## src/rtl/gpc_pkg.sv

```systemverilog
// package for the gpio pin configuration and interrupt block
package gpc_pkg;
    localparam int GPC_PINS = 16;
    localparam logic [15:0] OUT_CFG_BASE = 16'hA100;
    localparam logic [15:0] IN_CFG_BASE = 16'hA110;
    localparam logic [15:0] FUNC_SEL_BASE = 16'hA120;
    localparam logic [7:0] OUT_CFG_RESET = 8'h00;
    localparam logic [7:0] IN_CFG_RESET = 8'h00;
    localparam logic [7:0] FUNC_SEL_RESET = 8'h00;
    // output config fields
    localparam int OC_INPUT_INVERT = 7;
    localparam int OC_HIGH_DRV = 6;
    localparam int OC_LOW_DRV = 5;
    localparam int OC_OUTPUT_INVERT = 4;
    localparam int OC_ANALOG_B = 3;
    localparam int OC_ANALOG_A = 2;
    localparam int OC_PULLUP = 1;
    localparam int OC_PULLDOWN = 0;
    // input config fields
    localparam int IC_LINE1_EN = 7;
    localparam int IC_LINE0_EN = 6;
    localparam int IC_RISE = 5;
    localparam int IC_FALL = 4;
    localparam int IC_INBUF_EN = 3;
    localparam int IC_CHECK = 2;
    localparam int IC_FILT_HI = 1;
    localparam int IC_FILT_LO = 0;
    // timing
    localparam int CHECK_DELAY_CYCLES = 3;
    localparam int FILT_SHORT = 4;
    localparam int FILT_MID = 16;
    localparam int FILT_LONG = 64;

    typedef enum logic [1:0] {
        GPC_FILT_OFF = 2'b00,
        GPC_FILT_4 = 2'b01,
        GPC_FILT_16 = 2'b10,
        GPC_FILT_64 = 2'b11
    } gpc_filt_t;

    typedef struct packed {
        logic highSideDriveEn;
        logic lowSideDriveEn;
        logic analogSwitchAEn;
        logic analogSwitchBEn;
        logic pullupResistorEn;
        logic pulldownResistorEn;
    } gpc_pad_ctl_t;
endpackage : gpc_pkg

```

## src/rtl/gpc_gpio_port.sv

```systemverilog
// sixteen-pin gpio configuration, de-bounce, edge and drive-check logic
// Notes on behaviour
// - pads high impedance during and after reset
// - input invert bit flips input path
// - separate high and low drive enables
// - output invert bit flips driven data
// - two analog switch enables, default open
// - pull-up and pull-down enables, default off
// - per-pin rising and falling edge latches
// - two line enables route pin events
// - rise flag set; cleared by enable zero
// - fall flag set; cleared by enable zero
// - disabled input buffer reads as zero, or as one with input invert set
// - output change checked three cycles later
// - mismatch interrupts only with line enable
// - clearing check enable clears error flag
// - filtered input feeds edge latches; drive check uses raw; raw readable
// - filter time off, 4, 16, 64 slow periods
// - bits 1,0 read status, write filter
// - bits 5,4 read flags, write enables
// - sixteen output config registers, reset zero
// - sixteen function select registers, reset zero
`timescale 1ns/10ps
module gpc_gpio_port
    import gpc_pkg::*;
#(
    parameter int NPINS = GPC_PINS
) (
    input wire logic core_clk,
    input wire logic rst,
    input wire logic slowClkTick,
    input wire logic psel,
    input wire logic penable,
    input wire logic pwrite,
    input wire logic [17:0] paddr,
    input wire logic [31:0] pwdata,
    output logic [31:0] prdata,
    output logic pready,
    output logic pslverr,
    input wire logic [NPINS-1:0] padIn,
    input wire logic [NPINS-1:0] coreOut,
    output logic [NPINS-1:0] padOut,
    output gpc_pad_ctl_t [NPINS-1:0] padCtl,
    output logic [NPINS-1:0] filteredLevel,
    output logic [NPINS*8-1:0] portFunctionSelect,
    output logic pinIrqLine0,
    output logic pinIrqLine1
);
    logic [7:0] outCfg_r [NPINS];
    logic [7:0] funcSel_r [NPINS];
    logic [NPINS-1:0] line1En_r, line0En_r, riseEn_r, fallEn_r;
    logic [NPINS-1:0] inbufEn_r, checkEn_r;
    logic [1:0] filtTime_r [NPINS];
    logic [NPINS-1:0] riseFlag_r, fallFlag_r, checkFlag_r;
    logic [NPINS-1:0] syncA_r, syncB_r, filt_r, filtPrev_r;
    logic [6:0] filtCnt_r [NPINS];
    logic [NPINS-1:0] outPrev_r;
    logic [CHECK_DELAY_CYCLES-1:0] chkPipe_r [NPINS];
    logic [NPINS-1:0] rawLevel, drvData;
    logic access, wrEn;
    logic [15:0] regIdx;
    logic [3:0] idx;
    logic [1:0] grp;
    logic hit;

    function automatic logic [6:0] filtLimit(input logic [1:0] sel);
        case (sel)
            GPC_FILT_4: filtLimit = 7'(FILT_SHORT);
            GPC_FILT_16: filtLimit = 7'(FILT_MID);
            GPC_FILT_64: filtLimit = 7'(FILT_LONG);
            default: filtLimit = 7'h00;
        endcase
    endfunction : filtLimit

    // each register owns one word: byte address is four times its index
    assign access = psel && penable;
    assign pready = 1'b1;
    assign regIdx = paddr[17:2];
    assign idx = regIdx[3:0];
    always_comb begin
        grp = 2'h3;
        if (regIdx[15:4] == OUT_CFG_BASE[15:4]) begin
            grp = 2'h0;
        end else if (regIdx[15:4] == IN_CFG_BASE[15:4]) begin
            grp = 2'h1;
        end else if (regIdx[15:4] == FUNC_SEL_BASE[15:4]) begin
            grp = 2'h2;
        end
    end
    assign hit = (grp != 2'h3) && (32'(idx) < NPINS);
    assign pslverr = access && !hit;
    assign wrEn = access && pwrite && hit;

    always_ff @(posedge core_clk) begin
        if (rst) begin
            prdata <= 32'h0000_0000;
        end else if (psel && !penable && !pwrite && hit) begin
            case (grp)
                2'd0: prdata <= {24'h0, outCfg_r[idx]};
                2'd1: prdata <= {24'h0, line1En_r[idx], line0En_r[idx],
                    riseFlag_r[idx], fallFlag_r[idx], inbufEn_r[idx],
                    checkFlag_r[idx], filt_r[idx], rawLevel[idx]};
                default: prdata <= {24'h0, funcSel_r[idx]};
            endcase
        end else if (psel && !penable) begin
            prdata <= 32'h0000_0000;
        end
    end

    always_ff @(posedge core_clk) begin
        if (rst) begin
            for (int i = 0; i < NPINS; i++) begin
                outCfg_r[i] <= OUT_CFG_RESET;
                funcSel_r[i] <= FUNC_SEL_RESET;
                filtTime_r[i] <= IN_CFG_RESET[1:0];
            end
            line1En_r <= '0;
            line0En_r <= '0;
            riseEn_r <= '0;
            fallEn_r <= '0;
            inbufEn_r <= '0;
            checkEn_r <= '0;
        end else if (wrEn) begin
            case (grp)
                2'd0: outCfg_r[idx] <= pwdata[7:0];
                2'd1: begin
                    line1En_r[idx] <= pwdata[IC_LINE1_EN];
                    line0En_r[idx] <= pwdata[IC_LINE0_EN];
                    riseEn_r[idx] <= pwdata[IC_RISE];
                    fallEn_r[idx] <= pwdata[IC_FALL];
                    inbufEn_r[idx] <= pwdata[IC_INBUF_EN];
                    checkEn_r[idx] <= pwdata[IC_CHECK];
                    filtTime_r[idx] <= pwdata[IC_FILT_HI:IC_FILT_LO];
                end
                default: funcSel_r[idx] <= pwdata[7:0];
            endcase
        end
    end

    genvar g;
    generate
        for (g = 0; g < NPINS; g++) begin : gPin
            assign padCtl[g].highSideDriveEn = outCfg_r[g][OC_HIGH_DRV];
            assign padCtl[g].lowSideDriveEn = outCfg_r[g][OC_LOW_DRV];
            assign padCtl[g].analogSwitchAEn = outCfg_r[g][OC_ANALOG_A];
            assign padCtl[g].analogSwitchBEn = outCfg_r[g][OC_ANALOG_B];
            assign padCtl[g].pullupResistorEn = outCfg_r[g][OC_PULLUP];
            assign padCtl[g].pulldownResistorEn =
                outCfg_r[g][OC_PULLDOWN];
            assign drvData[g] = coreOut[g] ^ outCfg_r[g][OC_OUTPUT_INVERT];
            assign portFunctionSelect[g*8 +: 8] = funcSel_r[g];
            // invert before sync so every later stage sees one polarity
            assign rawLevel[g] = syncB_r[g];
        end
    endgenerate

    always_ff @(posedge core_clk) begin
        if (rst) begin
            padOut <= '0;
        end else begin
            padOut <= drvData;
        end
    end

    // gated buffer forces zero, invert applied ahead of sync
    always_ff @(posedge core_clk) begin
        if (rst) begin
            syncA_r <= '0;
            syncB_r <= '0;
        end else begin
            for (int i = 0; i < NPINS; i++) begin
                syncA_r[i] <= (padIn[i] & inbufEn_r[i])
                    ^ outCfg_r[i][OC_INPUT_INVERT];
            end
            syncB_r <= syncA_r;
        end
    end

    // counts slow ticks of stable level; off passes straight through
    always_ff @(posedge core_clk) begin
        if (rst) begin
            filt_r <= '0;
            for (int i = 0; i < NPINS; i++) begin
                filtCnt_r[i] <= 7'h00;
            end
        end else begin
            for (int i = 0; i < NPINS; i++) begin
                if (filtTime_r[i] == GPC_FILT_OFF
                        || syncB_r[i] == filt_r[i]) begin
                    filt_r[i] <= (filtTime_r[i] == GPC_FILT_OFF)
                        ? syncB_r[i] : filt_r[i];
                    filtCnt_r[i] <= 7'h00;
                end else if (slowClkTick) begin
                    if (filtCnt_r[i] + 7'h01 >= filtLimit(filtTime_r[i])) begin
                        filt_r[i] <= syncB_r[i];
                        filtCnt_r[i] <= 7'h00;
                    end else begin
                        filtCnt_r[i] <= filtCnt_r[i] + 7'h01;
                    end
                end
            end
        end
    end
    assign filteredLevel = filt_r;

    // a set in the same cycle as the clearing write holds one cycle, then the zero enable clears it
    always_ff @(posedge core_clk) begin
        if (rst) begin
            filtPrev_r <= '0;
            riseFlag_r <= '0;
            fallFlag_r <= '0;
        end else begin
            filtPrev_r <= filt_r;
            for (int i = 0; i < NPINS; i++) begin
                if (filt_r[i] && !filtPrev_r[i] && riseEn_r[i]
                        && (line0En_r[i] || line1En_r[i])) begin
                    riseFlag_r[i] <= 1'b1;
                end else if (!riseEn_r[i]) begin
                    riseFlag_r[i] <= 1'b0;
                end
                if (!filt_r[i] && filtPrev_r[i] && fallEn_r[i]
                        && (line0En_r[i] || line1En_r[i])) begin
                    fallFlag_r[i] <= 1'b1;
                end else if (!fallEn_r[i]) begin
                    fallFlag_r[i] <= 1'b0;
                end
            end
        end
    end

    // compare needs the raw buffer, not the slow filtered copy
    always_ff @(posedge core_clk) begin
        if (rst) begin
            outPrev_r <= '0;
            checkFlag_r <= '0;
            for (int i = 0; i < NPINS; i++) begin
                chkPipe_r[i] <= '0;
            end
        end else begin
            outPrev_r <= padOut;
            for (int i = 0; i < NPINS; i++) begin
                chkPipe_r[i] <= {chkPipe_r[i][CHECK_DELAY_CYCLES-2:0],
                    (padOut[i] != outPrev_r[i]) && checkEn_r[i]};
                if (!checkEn_r[i]) begin
                    checkFlag_r[i] <= 1'b0;
                end else if (chkPipe_r[i][CHECK_DELAY_CYCLES-1]
                        && (syncB_r[i] != (padOut[i]
                        ^ outCfg_r[i][OC_INPUT_INVERT]))) begin
                    checkFlag_r[i] <= 1'b1;
                end
            end
        end
    end

    always_ff @(posedge core_clk) begin
        if (rst) begin
            pinIrqLine0 <= 1'b0;
            pinIrqLine1 <= 1'b0;
        end else begin
            pinIrqLine0 <= |(line0En_r
                & (riseFlag_r | fallFlag_r | checkFlag_r));
            pinIrqLine1 <= |(line1En_r
                & (riseFlag_r | fallFlag_r | checkFlag_r));
        end
    end
endmodule : gpc_gpio_port

```

## config.mk

```make
export PLATFORM = sky130hd
export DESIGN_NAME = gpc_gpio_port
export DESIGN_NICKNAME = d
export VERILOG_FILES = /design/src/rtl/gpc_pkg.sv /design/src/rtl/gpc_gpio_port.sv
export SDC_FILE = /design/constraint.sdc
export NUM_CORES = 1
export LEC_CHECK = 0
export ABC_AREA = 1
export BUFFER_PORTS_ARGS = -buffer_cell sky130_fd_sc_hd__clkbuf_2
export CAP_MARGIN = 0
export CORE_ASPECT_RATIO = 1.4
export CORE_MARGIN = 2
export CORE_UTILIZATION = 53
export CTS_CLUSTER_DIAMETER = 100
export DETAILED_ROUTE_END_ITERATION = 10
export PLACE_DENSITY = 0.76
export RECOVER_POWER = 50
export SLEW_MARGIN = 30
export SYNTH_ARGS = -nofsm -noshare
export SYNTH_HDL_FRONTEND = slang
export SYNTH_SLANG_ARGS = --single-unit
```

## constraint.sdc

```tcl
create_clock -name core_clk -period 2.5 [get_ports core_clk]
set_clock_uncertainty 0.15 [all_clocks]
set_input_delay 0.5 -clock core_clk [delete_from_list [all_inputs] [get_ports core_clk]]
set_output_delay 0.5 -clock core_clk [all_outputs]
set_load 0.01 [all_outputs]
```

==> out/qor.txt <==
clk buf depth = 3
Clock transition at path regs = 60 ps
yosys warns = 0
Die Y = 301 um
Root Driver = clkbuf_16
Post-synth ARST share = 0%
Max Clock Freq = 412 MHz
nets = 4546
reg2reg setup slack = 120 ps
Post-synth EDFFs = 400
Arr. time, crit path = 1780 ps
Final Setup Violations = 0
WL final = 102000 um
Crit Reg-Reg Endpoint = filtCnt_r[0][38]$_SDFFCE_PN0P_
router iterations before antenna repair = 6
dpl hpwl = 74600 um
Sink Count = 698
startpoint class of the critical path = primary input
CP max FO = 4
area leader, netlist = edfxtp_1
hold_sp = padIn[8]
via count = 28821
Post-route DRC = 0
Worst-Skew Late Latency = 640 ps
hold endpoint = syncA_r[8]$_SDFF_PP0_
IO Pins = 380
CTS tree = yes
Fin. Hold Viols = 0
Post-Syn Area = 33400 um^2
# rows = 108
placer congestion estimate = 0.952
sequential area share after synthesis = 53.8%
PwrDens = 644 nW/um^2
initial antenna violation count = 2
die area = 65100 um^2
Worst EP required = 1850 ps
top cell type's share of synthesized area = 35.9%
WP buf/inv = 5
maximum vdd ir drop = 0.000623 V
Synth Register Bits = 698
vias in the first global route = 27332
buffers added on ports = 328
CP max-delay cell = clkbuf_2
crit-path max cell delay = 200 ps
CTS Buf Count = 61
drt initial violations = 2411
Crit Path Class = primary input to output pin
Final min period = 2430 ps
CP Capture Type = output pin
GRT overflow = 0
reg2reg start = filtCnt_r[0][36]$_SDFFCE_PN0P_
WHS Path Cells = 3
Rel. slew slack = -32.3%
outcome = finished with violations
leakage = 15.9 nW
top cells by area, synth = edfxtp_1, dfxtp_1, nor2_1, nand2_1, inv_1
vias per std cell = 5.47
synthesis-to-finish area growth = 17.1%
largest net degree at the start of global routing = 88
crit-path cells = clkbuf_2 > nor2_1 > nand3_1 > inv_1 > nand2_2 > inv_1 > nand3_2 > nand2_2 > buf_4 > nor3_1 > clkbuf_2
Antenna Nets Post-Route = 0
first-pass GRT wire length = 153000 um
Post-synth top flop = edfxtp_1
cells after synthesis = 3959
Final period util = 97.0%
CP delay by family, top = buffers and inverters
H-tree levels = 2
synth unique cells = 45
violated checks = max-capacitance violations, max-slew violations
Hold Path Class = primary input to flop
hold_ws = 16.3 ps
Chip Width = 216 um
Avg WL per Cell = 19.3 um
fraction of layout cells with a size suffix above 1 = 12.3%
MaxCap Viol Count = 1
Slew @ Worst Pin = 1980 ps
core box area = 62200 um^2
most frequent cells in the layout = nor2_1, nand2_1, inv_1
Slew Limit Fails = 88
Initial Util = 53.8%
worst reg2reg path depth = 11
Setup TNS Final = 0 ps
most common cell after layout, fill and taps aside = nor2_1
Avg Inst Size Synth = 8.44 um^2
all-layer global routing usage = 30.5%
worst min-delay path: stages:
cell,delay (ps)
clkbuf_2,110
nand2_1,90
a21oi_1,60
flip-flops by register name, indices dropped and copies added, names as in the netlist, 32 cells and up:
register,cells
outCfg_r,128
chkPipe_r,48
filtCnt_r,112
filtTime_r,32
funcSel_r,128
synth_stat cells (all sizes together) (2+ instances only):
cell type	instances
a211oi	3
a21boi	5
a21oi	155
a221oi	2
a22o	2
a22oi	3
a31oi	22
buf	149
clkbuf	97
clkinv	7
conb	2
dfxtp	298
edfxtp	400
ha	72
inv	436
nand2	731
nand3	202
nand3b	6
nand4	50
nor2	977
nor3	42
nor4	2
o211ai	2
o21a	19
o21ai	76
o21bai	8
o22ai	81
or2	22
xnor2	45
xor2	38
how the worst max path moves through the flow:
stage          cells past startpoint                              to                      startpoint  slack (ps)
2_1_floorplan                     14   funcSel_r[0][0]$_SDFFCE_PN0P_                       paddr[14]         -80
3_3_place_gp                      15   funcSel_r[3][7]$_SDFFCE_PN0P_                       paddr[12]        -240
3_5_place_dp                      15   funcSel_r[5][4]$_SDFFCE_PN0P_                       paddr[12]        -240
4_1_cts                           10  filtCnt_r[1][17]$_SDFFCE_PP0P_  filtCnt_r[1][14]$_SDFFCE_PP0P_          10
5_1_grt                           10   filtCnt_r[0][5]$_SDFFCE_PN0P_   filtCnt_r[0][0]$_SDFFCE_PN0P_         -30
6_report                          11                         pslverr                       paddr[12]          70
kinds of logic after synthesis:
| group | Yosys count | share of synthesized area [%] |
|---|---|---|
| other | 2 | 0.0225 |
| and+or+nand+nor | 2034 | 25.6 |
| muxes | 1 | 0.0300 |
| AOI/OAI and AO/OA | 380 | 6.44 |
| xor gates and xnor gates | 83 | 2.18 |
| buffers and inverters | 689 | 9.23 |
| adders and majority gates | 72 | 2.70 |
| DFF | 698 | 53.8 |
layer usage:
layer / vias to the layer above / global-route usage [%] / share of wire [%]
met5: - / 0 / 0
met2: 1390 / 51.8 / 48
li1: 13500 / - / -
met4: 0 / 21.5 / 8.0
met3: 395 / 4.73 / 8.1
met1: 13536 / 35.3 / 36
power by group:
part / switching (mW) / internal (mW)
clock: 4.34 / 5.56
sequential: 0.388 / 12.5
combinational: 1.63 / 0.809
total: 6.35 / 18.9
cell type report:
cell class                      instances  area (um^2)
Fill cell                            5283        23000
Sequential cell                       698        18000
Multi-Input combinational cell       2595        12600
Timing Repair Buffer                  587         3750
Clock buffer                           83         1800
Inverter                              443         1670
Tap cell                              825         1030
Clock inverter                         32          295
Antenna cell                            3         7.51
what timing repair did:
item | CTS | global route
setup buffers | 4 | 21
setup endpoints to repair | 9 | 118
hold buffers | 15 | 0
hold endpoints to repair | 15 | 0
pin swaps | 0 | 3
gates resized for setup | 0 | 28
metrics by stage:
| step | setup slack (ps) | cell area (um^2) | utilization, % | total power [mW] | cells |
|---|---|---|---|---|---|
| floorplan | -77.0 | 33500 | - | 14.4 | 3982 |
| global placement | -236 | 37100 | 59.7 | 15.5 | 5108 |
| detailed placement | -239 | 37100 | 59.7 | 15.5 | 5108 |
| CTS | 12.4 | 39400 | 63.4 | 25.3 | 5242 |
| global route | -28.0 | 39100 | 63.0 | 25.9 | 5264 |
| finish | 74.8 | 39100 | 63.0 | 25.2 | 5266 |
No activity file was read; power rests on OpenSTA's default activity.
